### src/design/radio_regs_pkg.sv
// Register map, field positions and reset values for the radio register bank
package radio_regs_pkg;

	localparam int ADDR_W = 6;
	localparam int DATA_W = 8;

	// Configuration register offsets
	localparam logic [5:0] OFS_PIN2_CFG   = 6'h00;
	localparam logic [5:0] OFS_PIN1_CFG   = 6'h01;
	localparam logic [5:0] OFS_PIN0_CFG   = 6'h02;
	localparam logic [5:0] OFS_BUFFER_THRESHOLD_SETTING   = 6'h03;
	localparam logic [5:0] OFS_SYNC_HIGH  = 6'h04;
	localparam logic [5:0] OFS_SYNC_LOW   = 6'h05;
	localparam logic [5:0] OFS_FRAME_SIZE = 6'h06;

	// Status register offsets
	localparam logic [5:0] OFS_PART_ID    = 6'h30;
	localparam logic [5:0] OFS_REVISION   = 6'h31;
	localparam logic [5:0] OFS_FREQ_EST   = 6'h32;
	localparam logic [5:0] OFS_LINK_QUAL  = 6'h33;
	localparam logic [5:0] OFS_SIG_STRG   = 6'h34;
	localparam logic [5:0] OFS_FSM_STATE  = 6'h35;
	localparam logic [5:0] OFS_WAKE_HIGH  = 6'h36;
	localparam logic [5:0] OFS_WAKE_LOW   = 6'h37;
	localparam logic [5:0] OFS_PIN_FRAME  = 6'h38;
	localparam logic [5:0] OFS_SYNTH_CAL  = 6'h39;
	localparam logic [5:0] OFS_TX_FILL    = 6'h3a;
	localparam logic [5:0] OFS_RX_FILL    = 6'h3b;

	// Field positions
	localparam int POS_INVERT   = 6;
	localparam int POS_DRIVE    = 7;
	localparam int POS_TEMP_EN  = 7;
	localparam int POS_FLOW_ERR = 7;

	// Reset values
	localparam logic [7:0] RST_PIN2_CFG   = 8'h29;
	localparam logic [7:0] RST_PIN1_CFG   = 8'h2e;
	localparam logic [7:0] RST_PIN0_CFG   = 8'h3f;
	localparam logic [3:0] RST_BUFFER_THRESHOLD_SETTING   = 4'h7;
	localparam logic [7:0] RST_SYNC_HIGH  = 8'hd3;
	localparam logic [7:0] RST_SYNC_LOW   = 8'h91;
	localparam logic [7:0] RST_FRAME_SIZE = 8'hff;

	// Threshold arithmetic: tx = 61 - 4n, rx = 4(n+1)
	localparam logic [6:0] TX_THR_BASE = 7'h3d;
	localparam logic [6:0] THR_STEP    = 7'h04;

	// Host port access states
	typedef enum logic [1:0]
	{
		ST_IDLE  = 2'b00,
		ST_WRITE = 2'b01,
		ST_READ  = 2'b11
	} port_state_type;

endpackage

### src/design/radio_config_status_regs.sv
// Configuration and status register bank of the radio transceiver
// Summary of operation
// - Bit 6 of each pin config register inverts that pin's selected signal
// - Pin 2 signal select resets to the chip-ready code 0x29
// - Pin 1 signal select resets to the three-state code 0x2e
// - Pin 0 signal select resets to crystal clock divided by 192, 0x3f
// - Pin 1 config bit 7 sets drive strength for all pins, reset low
// - Threshold exceeded when FIFO byte count is at or above threshold
// - TX threshold 61-4n, RX threshold 4(n+1); reset setting 7
// - Sync word is high byte then low byte, reset 0xd3 and 0x91
// - Frame size register, reset 255: fixed length or maximum length
// - TX fill status gives underflow flag and TX FIFO byte count
// - RX fill status gives overflow flag and RX FIFO byte count
// - Status 0x35 returns radio control state machine state
// - Wake timer readable as high byte 0x36 and low byte 0x37
// - Status 0x38 returns output pin levels and packet status
// - Status 0x34 returns signal strength, 0x33 link quality
`timescale 1ns/10ps

module radio_config_status_regs
	import radio_regs_pkg::*;
#(
	parameter logic [7:0] PART_ID  = 8'h5a,	// Arbitrary value
	parameter logic [7:0] REVISION = 8'h01	// Arbitrary value
)
(
	// Clock and reset
	input  wire logic                MCLK_I,
	input  wire logic                RST_N_I,
	// Host register port
	input  wire logic                REG_WR_I,
	input  wire logic                REG_RD_I,
	input  wire logic [ADDR_W-1:0]   REG_ADDR_I,
	input  wire logic [DATA_W-1:0]   REG_WDATA_I,
	output logic      [DATA_W-1:0]   REG_RDATA_O,
	output logic                     REG_RVALID_O,
	// Status sources from the radio core
	input  wire logic [7:0]          FREQ_EST_I,
	input  wire logic [7:0]          LINK_QUAL_I,
	input  wire logic [7:0]          SIG_STRENGTH_I,
	input  wire logic [4:0]          FSM_STATE_I,
	input  wire logic [15:0]         WAKE_TIMER_I,
	input  wire logic [4:0]          FRAME_STATUS_I,
	input  wire logic [7:0]          SYNTH_CAL_I,
	input  wire logic                TX_UNDERFLOW_I,
	input  wire logic [6:0]          TX_FILL_I,
	input  wire logic                RX_OVERFLOW_I,
	input  wire logic [6:0]          RX_FILL_I,
	// Raw output pin signals chosen by the selects
	input  wire logic [2:0]          PIN_SIGNAL_I,
	// Configuration outputs
	output logic [5:0]               PIN2_SIGNAL_SELECT_O,
	output logic [5:0]               PIN1_SIGNAL_SELECT_O,
	output logic [5:0]               PIN0_SIGNAL_SELECT_O,
	output logic                     PIN_DRIVE_STRENGTH_O,
	output logic                     TEMP_SENSOR_EN_O,
	output logic [15:0]              SYNC_WORD_O,
	output logic [7:0]               FRAME_SIZE_O,
	// Pin levels and threshold flags
	output logic [2:0]               GP_OUT_PINS_O,
	output logic                     TX_THR_EXCEEDED_O,
	output logic                     RX_THR_EXCEEDED_O
);
	import radio_regs_pkg::*;

	logic           rst_sync_word_high_reg;
	logic           rst_sync2_reg;
	logic           rst_n;
	logic [7:0]     pin2_cfg_reg;
	logic [7:0]     pin1_cfg_reg;
	logic [7:0]     pin0_cfg_reg;
	logic [3:0]     thr_setting_reg;
	logic [7:0]     sync_high_reg;
	logic [7:0]     sync_low_reg;
	logic [7:0]     frame_size_reg;
	logic [6:0]     tx_thr;
	logic [6:0]     rx_thr;
	logic [2:0]     pin_levels;
	logic [7:0]     rdata_next;
	port_state_type state_reg;

	// Reset release through two flops
	always_ff @(posedge MCLK_I or negedge RST_N_I)
	begin
		if (!RST_N_I)
		begin
			rst_sync_word_high_reg <= 1'b0;
			rst_sync2_reg <= 1'b0;
		end
		else
		begin
			rst_sync_word_high_reg <= 1'b1;
			rst_sync2_reg <= rst_sync_word_high_reg;
		end
	end
	assign rst_n = rst_sync2_reg;

	// Writes only reach the configuration block; status offsets are dropped
	always_ff @(posedge MCLK_I or negedge rst_n)
	begin
		if (!rst_n)
		begin
			pin2_cfg_reg    <= RST_PIN2_CFG;
			pin1_cfg_reg    <= RST_PIN1_CFG;
			pin0_cfg_reg    <= RST_PIN0_CFG;
			thr_setting_reg <= RST_BUFFER_THRESHOLD_SETTING;
			sync_high_reg   <= RST_SYNC_HIGH;
			sync_low_reg    <= RST_SYNC_LOW;
			frame_size_reg  <= RST_FRAME_SIZE;
		end
		else if (REG_WR_I)
		begin
			case (REG_ADDR_I)
				// Bit 7 of pin 2 is reserved and stays clear
				OFS_PIN2_CFG:   pin2_cfg_reg <= {1'b0, REG_WDATA_I[6:0]};
				OFS_PIN1_CFG:   pin1_cfg_reg <= REG_WDATA_I;
				OFS_PIN0_CFG:   pin0_cfg_reg <= REG_WDATA_I;
				OFS_BUFFER_THRESHOLD_SETTING:   thr_setting_reg <= REG_WDATA_I[3:0];
				OFS_SYNC_HIGH:  sync_high_reg <= REG_WDATA_I;
				OFS_SYNC_LOW:   sync_low_reg <= REG_WDATA_I;
				OFS_FRAME_SIZE: frame_size_reg <= REG_WDATA_I;
				default:        ;
			endcase
		end
	end

	// Thresholds from the four-bit setting
	assign tx_thr = TX_THR_BASE - {thr_setting_reg, 2'b00};
	assign rx_thr = {1'b0, thr_setting_reg, 2'b00} + THR_STEP;

	// Each pin's raw signal passes through its invert bit
	assign pin_levels = PIN_SIGNAL_I ^ {pin2_cfg_reg[POS_INVERT],
		pin1_cfg_reg[POS_INVERT], pin0_cfg_reg[POS_INVERT]};

	// Status and config readback mux
	always_comb
	begin
		rdata_next = 8'h00;
		case (REG_ADDR_I)
			OFS_PIN2_CFG:   rdata_next = pin2_cfg_reg;
			OFS_PIN1_CFG:   rdata_next = pin1_cfg_reg;
			OFS_PIN0_CFG:   rdata_next = pin0_cfg_reg;
			OFS_BUFFER_THRESHOLD_SETTING:   rdata_next = {4'h0, thr_setting_reg};
			OFS_SYNC_HIGH:  rdata_next = sync_high_reg;
			OFS_SYNC_LOW:   rdata_next = sync_low_reg;
			OFS_FRAME_SIZE: rdata_next = frame_size_reg;
			OFS_PART_ID:    rdata_next = PART_ID;
			OFS_REVISION:   rdata_next = REVISION;
			OFS_FREQ_EST:   rdata_next = FREQ_EST_I;
			OFS_LINK_QUAL:  rdata_next = LINK_QUAL_I;
			OFS_SIG_STRG:   rdata_next = SIG_STRENGTH_I;
			OFS_FSM_STATE:  rdata_next = {3'h0, FSM_STATE_I};
			OFS_WAKE_HIGH:  rdata_next = WAKE_TIMER_I[15:8];
			OFS_WAKE_LOW:   rdata_next = WAKE_TIMER_I[7:0];
			OFS_PIN_FRAME:  rdata_next = {pin_levels, FRAME_STATUS_I};
			OFS_SYNTH_CAL:  rdata_next = SYNTH_CAL_I;
			OFS_TX_FILL:    rdata_next = {TX_UNDERFLOW_I, TX_FILL_I};
			OFS_RX_FILL:    rdata_next = {RX_OVERFLOW_I, RX_FILL_I};
			default:        rdata_next = 8'h00;
		endcase
	end

	// Access tracker; a read only samples, so no source is disturbed
	always_ff @(posedge MCLK_I or negedge rst_n)
	begin
		if (!rst_n)
			state_reg <= ST_IDLE;
		else if (REG_RD_I)
			state_reg <= ST_READ;
		else if (REG_WR_I)
			state_reg <= ST_WRITE;
		else
			state_reg <= ST_IDLE;
	end

	always_ff @(posedge MCLK_I or negedge rst_n)
	begin
		if (!rst_n)
		begin
			REG_RDATA_O  <= 8'h00;
			REG_RVALID_O <= 1'b0;
		end
		else
		begin
			REG_RVALID_O <= REG_RD_I;
			if (REG_RD_I)
				REG_RDATA_O <= rdata_next;
		end
	end

	// Registered configuration and pin outputs
	always_ff @(posedge MCLK_I or negedge rst_n)
	begin
		if (!rst_n)
		begin
			PIN2_SIGNAL_SELECT_O <= RST_PIN2_CFG[5:0];
			PIN1_SIGNAL_SELECT_O <= RST_PIN1_CFG[5:0];
			PIN0_SIGNAL_SELECT_O <= RST_PIN0_CFG[5:0];
			PIN_DRIVE_STRENGTH_O <= 1'b0;
			TEMP_SENSOR_EN_O     <= 1'b0;
			SYNC_WORD_O          <= {RST_SYNC_HIGH, RST_SYNC_LOW};
			FRAME_SIZE_O         <= RST_FRAME_SIZE;
			GP_OUT_PINS_O        <= 3'h0;
			TX_THR_EXCEEDED_O    <= 1'b0;
			RX_THR_EXCEEDED_O    <= 1'b0;
		end
		else
		begin
			PIN2_SIGNAL_SELECT_O <= pin2_cfg_reg[5:0];
			PIN1_SIGNAL_SELECT_O <= pin1_cfg_reg[5:0];
			PIN0_SIGNAL_SELECT_O <= pin0_cfg_reg[5:0];
			PIN_DRIVE_STRENGTH_O <= pin1_cfg_reg[POS_DRIVE];
			TEMP_SENSOR_EN_O     <= pin0_cfg_reg[POS_TEMP_EN];
			SYNC_WORD_O          <= {sync_high_reg, sync_low_reg};
			FRAME_SIZE_O         <= frame_size_reg;
			GP_OUT_PINS_O        <= pin_levels;
			TX_THR_EXCEEDED_O    <= (TX_FILL_I >= tx_thr);
			RX_THR_EXCEEDED_O    <= (RX_FILL_I >= rx_thr);
		end
	end
endmodule

### config.mk
export PLATFORM = sky130hd
export DESIGN_NAME = radio_config_status_regs
export DESIGN_NICKNAME = d
export VERILOG_FILES = /design/src/design/radio_regs_pkg.sv /design/src/design/radio_config_status_regs.sv
export SDC_FILE = /design/constraint.sdc
export NUM_CORES = 1
export LEC_CHECK = 0
export ABC_AREA = 0
export BUFFER_PORTS_ARGS = -buffer_cell sky130_fd_sc_hd__buf_2
export CAP_MARGIN = 20
export CORE_MARGIN = 3
export CORE_UTILIZATION = 51
export CTS_BUF_LIST = sky130_fd_sc_hd__clkbuf_4 sky130_fd_sc_hd__clkbuf_8 sky130_fd_sc_hd__clkbuf_16
export DETAILED_ROUTE_END_ITERATION = 6
export PLACE_DENSITY = 0.8
export SLEW_MARGIN = 20
export SYNTH_ARGS = -nofsm -noshare
export SYNTH_HDL_FRONTEND = slang
export SYNTH_SLANG_ARGS = --single-unit
### constraint.sdc
create_clock -name MCLK_I -period 4.6 [get_ports MCLK_I]
set_clock_uncertainty 0.05 [all_clocks]
set_input_delay 0.92 -clock MCLK_I [delete_from_list [all_inputs] [get_ports MCLK_I]]
set_output_delay 0.92 -clock MCLK_I [all_outputs]
set_load 0.005 [all_outputs]
# Word-level counts from Yosys, hierarchy flattened
# Cells that the tools add are included.
# word_totals
register_bits	111
in_bits	95
out_inout_bits	58
word_cells	53
# op_classes
add_sub_neg	2
magnitude_cmp	2
n_eq_ne	18
mux	1
bitwise_logic	1
reduce_logical	8
# ops
operator	count
one-hot mux 8 bit (19 select lines)	1
equality test 6 bit (second input constant)	12
equality test 6 x 3 -> 1 bit (second input constant)	3
>= comparator 7 bit	2
AND reduction 2 bit	7
equality test 6 x 2 -> 1 bit (second input constant)	2
adder 6 x 3 -> 7 bit (second input constant)	1
subtractor 6 x 6 -> 7 bit (first input constant)	1
equality test 6 x 1 -> 1 bit (second input constant)	1
zero test 6 bit	1
bitwise XOR 3 bit	1

# Depth between registers and ports, before layout
# depth
depth_word	2
ltp_mapped	7
mapped_depth_nobuf	7

# Least setup slack after synthesis
# Ideal clock, no wire load.
# synth_timing
kind	input to register
startpoint	input REG_ADDR_I[4]
endpoint	register REG_RDATA_O[1]
setup_time_ps	84
arrival_ps	2421
t_required_ps	4466
setup_slack_ps	2046
stages	7
n_path_buf	2
path_cell_list	buf_2 or4_4 buf_6 nor3_4 a22oi_2 and4_1 a41oi_2
# synth_between
elab_chain_cells	2
word_cells_on_any_way	20
cone_classes	18 x eq/ne; 1 x mux; 1 x reduce/logical
# synth_lines
element	line	text
start, declared	radio_config_status_regs.sv:33	input wire logic [ADDR_W-1:0] REG_ADDR_I,
equality test 6 bit (tied with other cells)	radio_config_status_regs.sv:139	case (REG_ADDR_I)
one-hot mux 8 bit (19 select lines) (*)	radio_config_status_regs.sv:139	
end signal, assigned	radio_config_status_regs.sv:187	REG_RDATA_O <= rdata_next;
end, declared	radio_config_status_regs.sv:35	output logic [DATA_W-1:0] REG_RDATA_O,
# Every way passes the cells marked *; elsewhere a longest branch is shown, timed or not.
# A chain may end at the register's enable or synchronous reset.

# Worst setup path after layout
# layout_timing
startpoint	input REG_ADDR_I[0]
endpoint	register sync_high_reg[5]
# layout_between
elab_chain_cells	2
# layout_lines
element	line	text
equality test 6 x 3 -> 1 bit	radio_config_status_regs.sv:113	case (REG_ADDR_I)
AND reduction 2 bit (no line)	-	
end signal, assigned	radio_config_status_regs.sv:107	sync_high_reg <= RST_SYNC_HIGH;
end signal, assigned	radio_config_status_regs.sv:119	OFS_SYNC_HIGH: sync_high_reg <= REG_WDATA_I;
end, declared	radio_config_status_regs.sv:73	logic [7:0] sync_high_reg;
# No other way between the ends.

==> results.txt <==
The number of buffer cells added on primary ports came out at 152. Across the run, the number of max-cap violations was 0. The remaining global-route overflow came out at 0. The post-detailed-routing wire length came out at 14200 um. The normalized max-slew margin is 26.6%. The floorplan step set the die width to 104 um. The worst endpoint required time came out at 4.82 ns. The die extent in y came out at 104 um. The number of antenna cells inserted came out at 0. Post-CTS repair changed the size of 0 cells. The accumulated negative setup slack came out at 0 ns.

The register with the most flip-flops is SYNC_WORD_O. The remaining antenna violation count after routing is 0. In this run the worst path has a maximum fanout of 32. The maximum ir drop on the vdd rail is 0.217 mV.

CTS saw 111 sinks. TritonCTS built the clock tree. The H-tree generated during clock tree synthesis spans 3 levels.

The setup check on the worst reg-to-reg path leaves a slack of 2.81 ns. The power density over cell area is 368 mW/mm^2. In this run, post-CTS hold repair placed 0 buffers.

The tree is rooted in a sky130_fd_sc_hd__clkbuf_8. In the synthesized netlist the dominant register cell turns out to be sky130_fd_sc_hd__dfstp_2. The netlist uses 59 different library cells. The worst setup path is of the input port to flop kind. The hold slack came out at 0.258 ns. The detailed-placement wirelength estimate came out at 10500 um. The clock-pin slew of the registers on the worst-case setup and hold paths came out at 0.11 ns.

Based on the critical path, the design can be clocked at up to 0.321 GHz. The via count of the first global-routing pass is 3850. The startpoint type of the worst setup path is an input port.

The per-instance average area after synthesis came out at 13.6 um^2. The wire length of the first global-routing pass came out at 21700 um. For the finished layout, the period the worst path requires is 3.11 ns. The total power came out at 0.00222 W. In this run the cell area of the synthesized design comes to 0.00494 mm^2. The number of warning messages in the yosys log came out at 0. The leakage component of the power came out at 2.80 nW.

Once the clock tree was built, the setup fixing pass inserted 0 buffers. The critical path arrival is 3.33 ns. Setup violations remaining at the end of the flow were counted as 0. The number of fillers in the final layout is 720. The share of layout cells above drive strength 1 is 58.8%. The number of nets produced by synthesis came out at 468.

The slew at the pin closest to its max-slew limit is 1.09 ns. The number of primary I/O pins came out at 153. The number of buffers on the longest clock path came out at 2. The largest area contributor in the synthesized netlist is sky130_fd_sc_hd__dfstp_2. The number of iterations in the first detailed-routing pass came out at 5.

The number of antenna violations at the first check in global routing is 0. The initial core utilization came out at 53.0%. Yosys mapped a number of flops with a built-in enable equal to 0. The final number of max-transition violations is 0. Dividing the detail-routed wire length by the instance count gives 22.0 um. The number of buffers created by CTS came out at 9. The fraction of the yosys area taken by sequential cells came out at 57.8%. The routability-driven placement congestion ratio is 0.976. The number of standard cells after synthesis came out at 363. The run finished with clean final reports. After synthesis, the cell types taking the most area are sky130_fd_sc_hd__dfstp_2, sky130_fd_sc_hd__dfrtp_1, sky130_fd_sc_hd__mux2_2. The global-route usage over all layers is 26.2%. The min-delay analysis places its worst path in the category input port to async pin. The post-detailed-route DRC marker count is 0.

The number of hold violations in the final report came to 0. The area growth from synthesis to layout is 22.1%. The number of flip-flops in the largest register came out at 16. The final cell count without fillers is 646. The post-synthesis async set-or-reset flop share came out at 100%.

The via total after detailed routing came out at 3861. Setup repair after global routing left no endpoint under its margin. The die area came out at 0.0109 mm^2. The final cycle utilization of the critical path came out at 67.6%. In this run, placement finished with an instance count of 630. The area fraction of the dominant cell type after synthesis came out at 32.4%. Synthesis inferred 111 register bits. The critical path endpoint category is a flop. The final layout contains 617 nets. The core region is 0.00933 mm^2.

In the layout the commonest cells are sky130_fd_sc_hd__buf_2, sky130_fd_sc_hd__dfstp_2, sky130_fd_sc_hd__mux2_2. The maximum number of pins on one net before global-route repair is 62. The via-per-instance ratio is 5.98.

The first-iteration detailed-routing DRC count is 264. The number of rows created at floorplan came out at 35. Leaving out fill and tap cells, the most frequent cell in the layout is sky130_fd_sc_hd__buf_2. For the worst-skew pair, the clock arrives at the later sink with an insertion delay of 0.37 ns.
-- cells in the mapped netlist (all sizes together), types with 2 or more instances --
master  count
a21boi      2
a222oi      2
inv         6
a31oi       8
mux4        5
nor3        6
mux2       58
a22o        8
dfstp      61
xor2        4
a32oi       3
and3        3
nand4       4
clkbuf      5
a21oi      10
o21ai       9
a221oi      7
nand3       5
dfrtp      50
buf        10
o21a        5
mux2i       4
o31ai       2
nand2      18
ha         10
a211oi      2
nand2b      2
nor2       11
a22oi      16
and2        3
nor2b       2
-- metrics by stage --
| step | utilization, % | worst slack, ns | area (um^2) |
|---|---|---|---|
| 6_report | 64.7 | 1.49 | 6030 |
| 4_1_cts | 64.7 | 1.61 | 6030 |
| 2_1_floorplan | - | 1.34 | 4940 |
| 5_1_grt | 64.7 | 1.49 | 6030 |
| 3_3_place_gp | 62.1 | 1.24 | 5790 |
| 3_5_place_dp | 62.1 | 1.19 | 5790 |
-- cell families (layout without fill, tap and decap cells) --
family	Yosys count	after routing	synth area share [%]
buffers and inverters	21	175	2.10
flip-flops	111	111	57.8
other	1	1	0.0759
multiplexers	67	67	16.3
XOR/XNOR	5	5	0.886
adder cells (fa/ha/maj)	10	10	2.53
AND/OR/NAND/NOR	64	64	7.57
AO/OA/AOI/OAI	84	84	12.8
-- per-layer routing --
metal  share of wire, %  vias up  global-route usage (%)
met1                 42     1944                    36.0
met3                8.4       16                    6.15
met2                 49      218                    42.1
li1                   -     1683                       -
met5                  0        -                       0
met4                1.3        0                    6.65
-- worst paths after layout --
kind	from	end	cells past startpoint
setup / recovery	REG_ADDR_I[0]	sync_high_reg[5]	5
hold / removal	RST_N_I	rst_n	1
setup reg to reg	thr_setting_reg[0]	RX_THR_EXCEEDED_O	6
hold reg to reg	rst_n	SYNC_WORD_O[11]	0
max in group asynchronous	rst_n	REG_RDATA_O[7]	1
min in group MCLK_I	rst_sync_word_high_reg	rst_n	0
-- cell type report --
type	count	area, um^2	share of cell area [%]
Timing Repair Buffer	153	768	12.7
Tap cell	129	161	2.68
Inverter	6	22.5	0.373
Clock buffer	9	124	2.05
Clock inverter	7	114	1.89
Multi-Input combinational cell	231	1980	32.9
Sequential cell	111	2860	47.4
-- critical path, stage by stage --
cell and delay [ns]:
sky130_fd_sc_hd__buf_2 0.33, sky130_fd_sc_hd__nor2_1 0.57, sky130_fd_sc_hd__and2_1 0.55, sky130_fd_sc_hd__nand2_1 0.52, sky130_fd_sc_hd__mux2_2 0.43
-- power breakdown --
group	switching (W)	total (W)	internal, W
Sequential	0.0000897	0.00124	0.00115
Combinational	0.000149	0.000312	0.000163
Clock	0.000348	0.000668	0.000320
(Power assumes the default switching activity.)
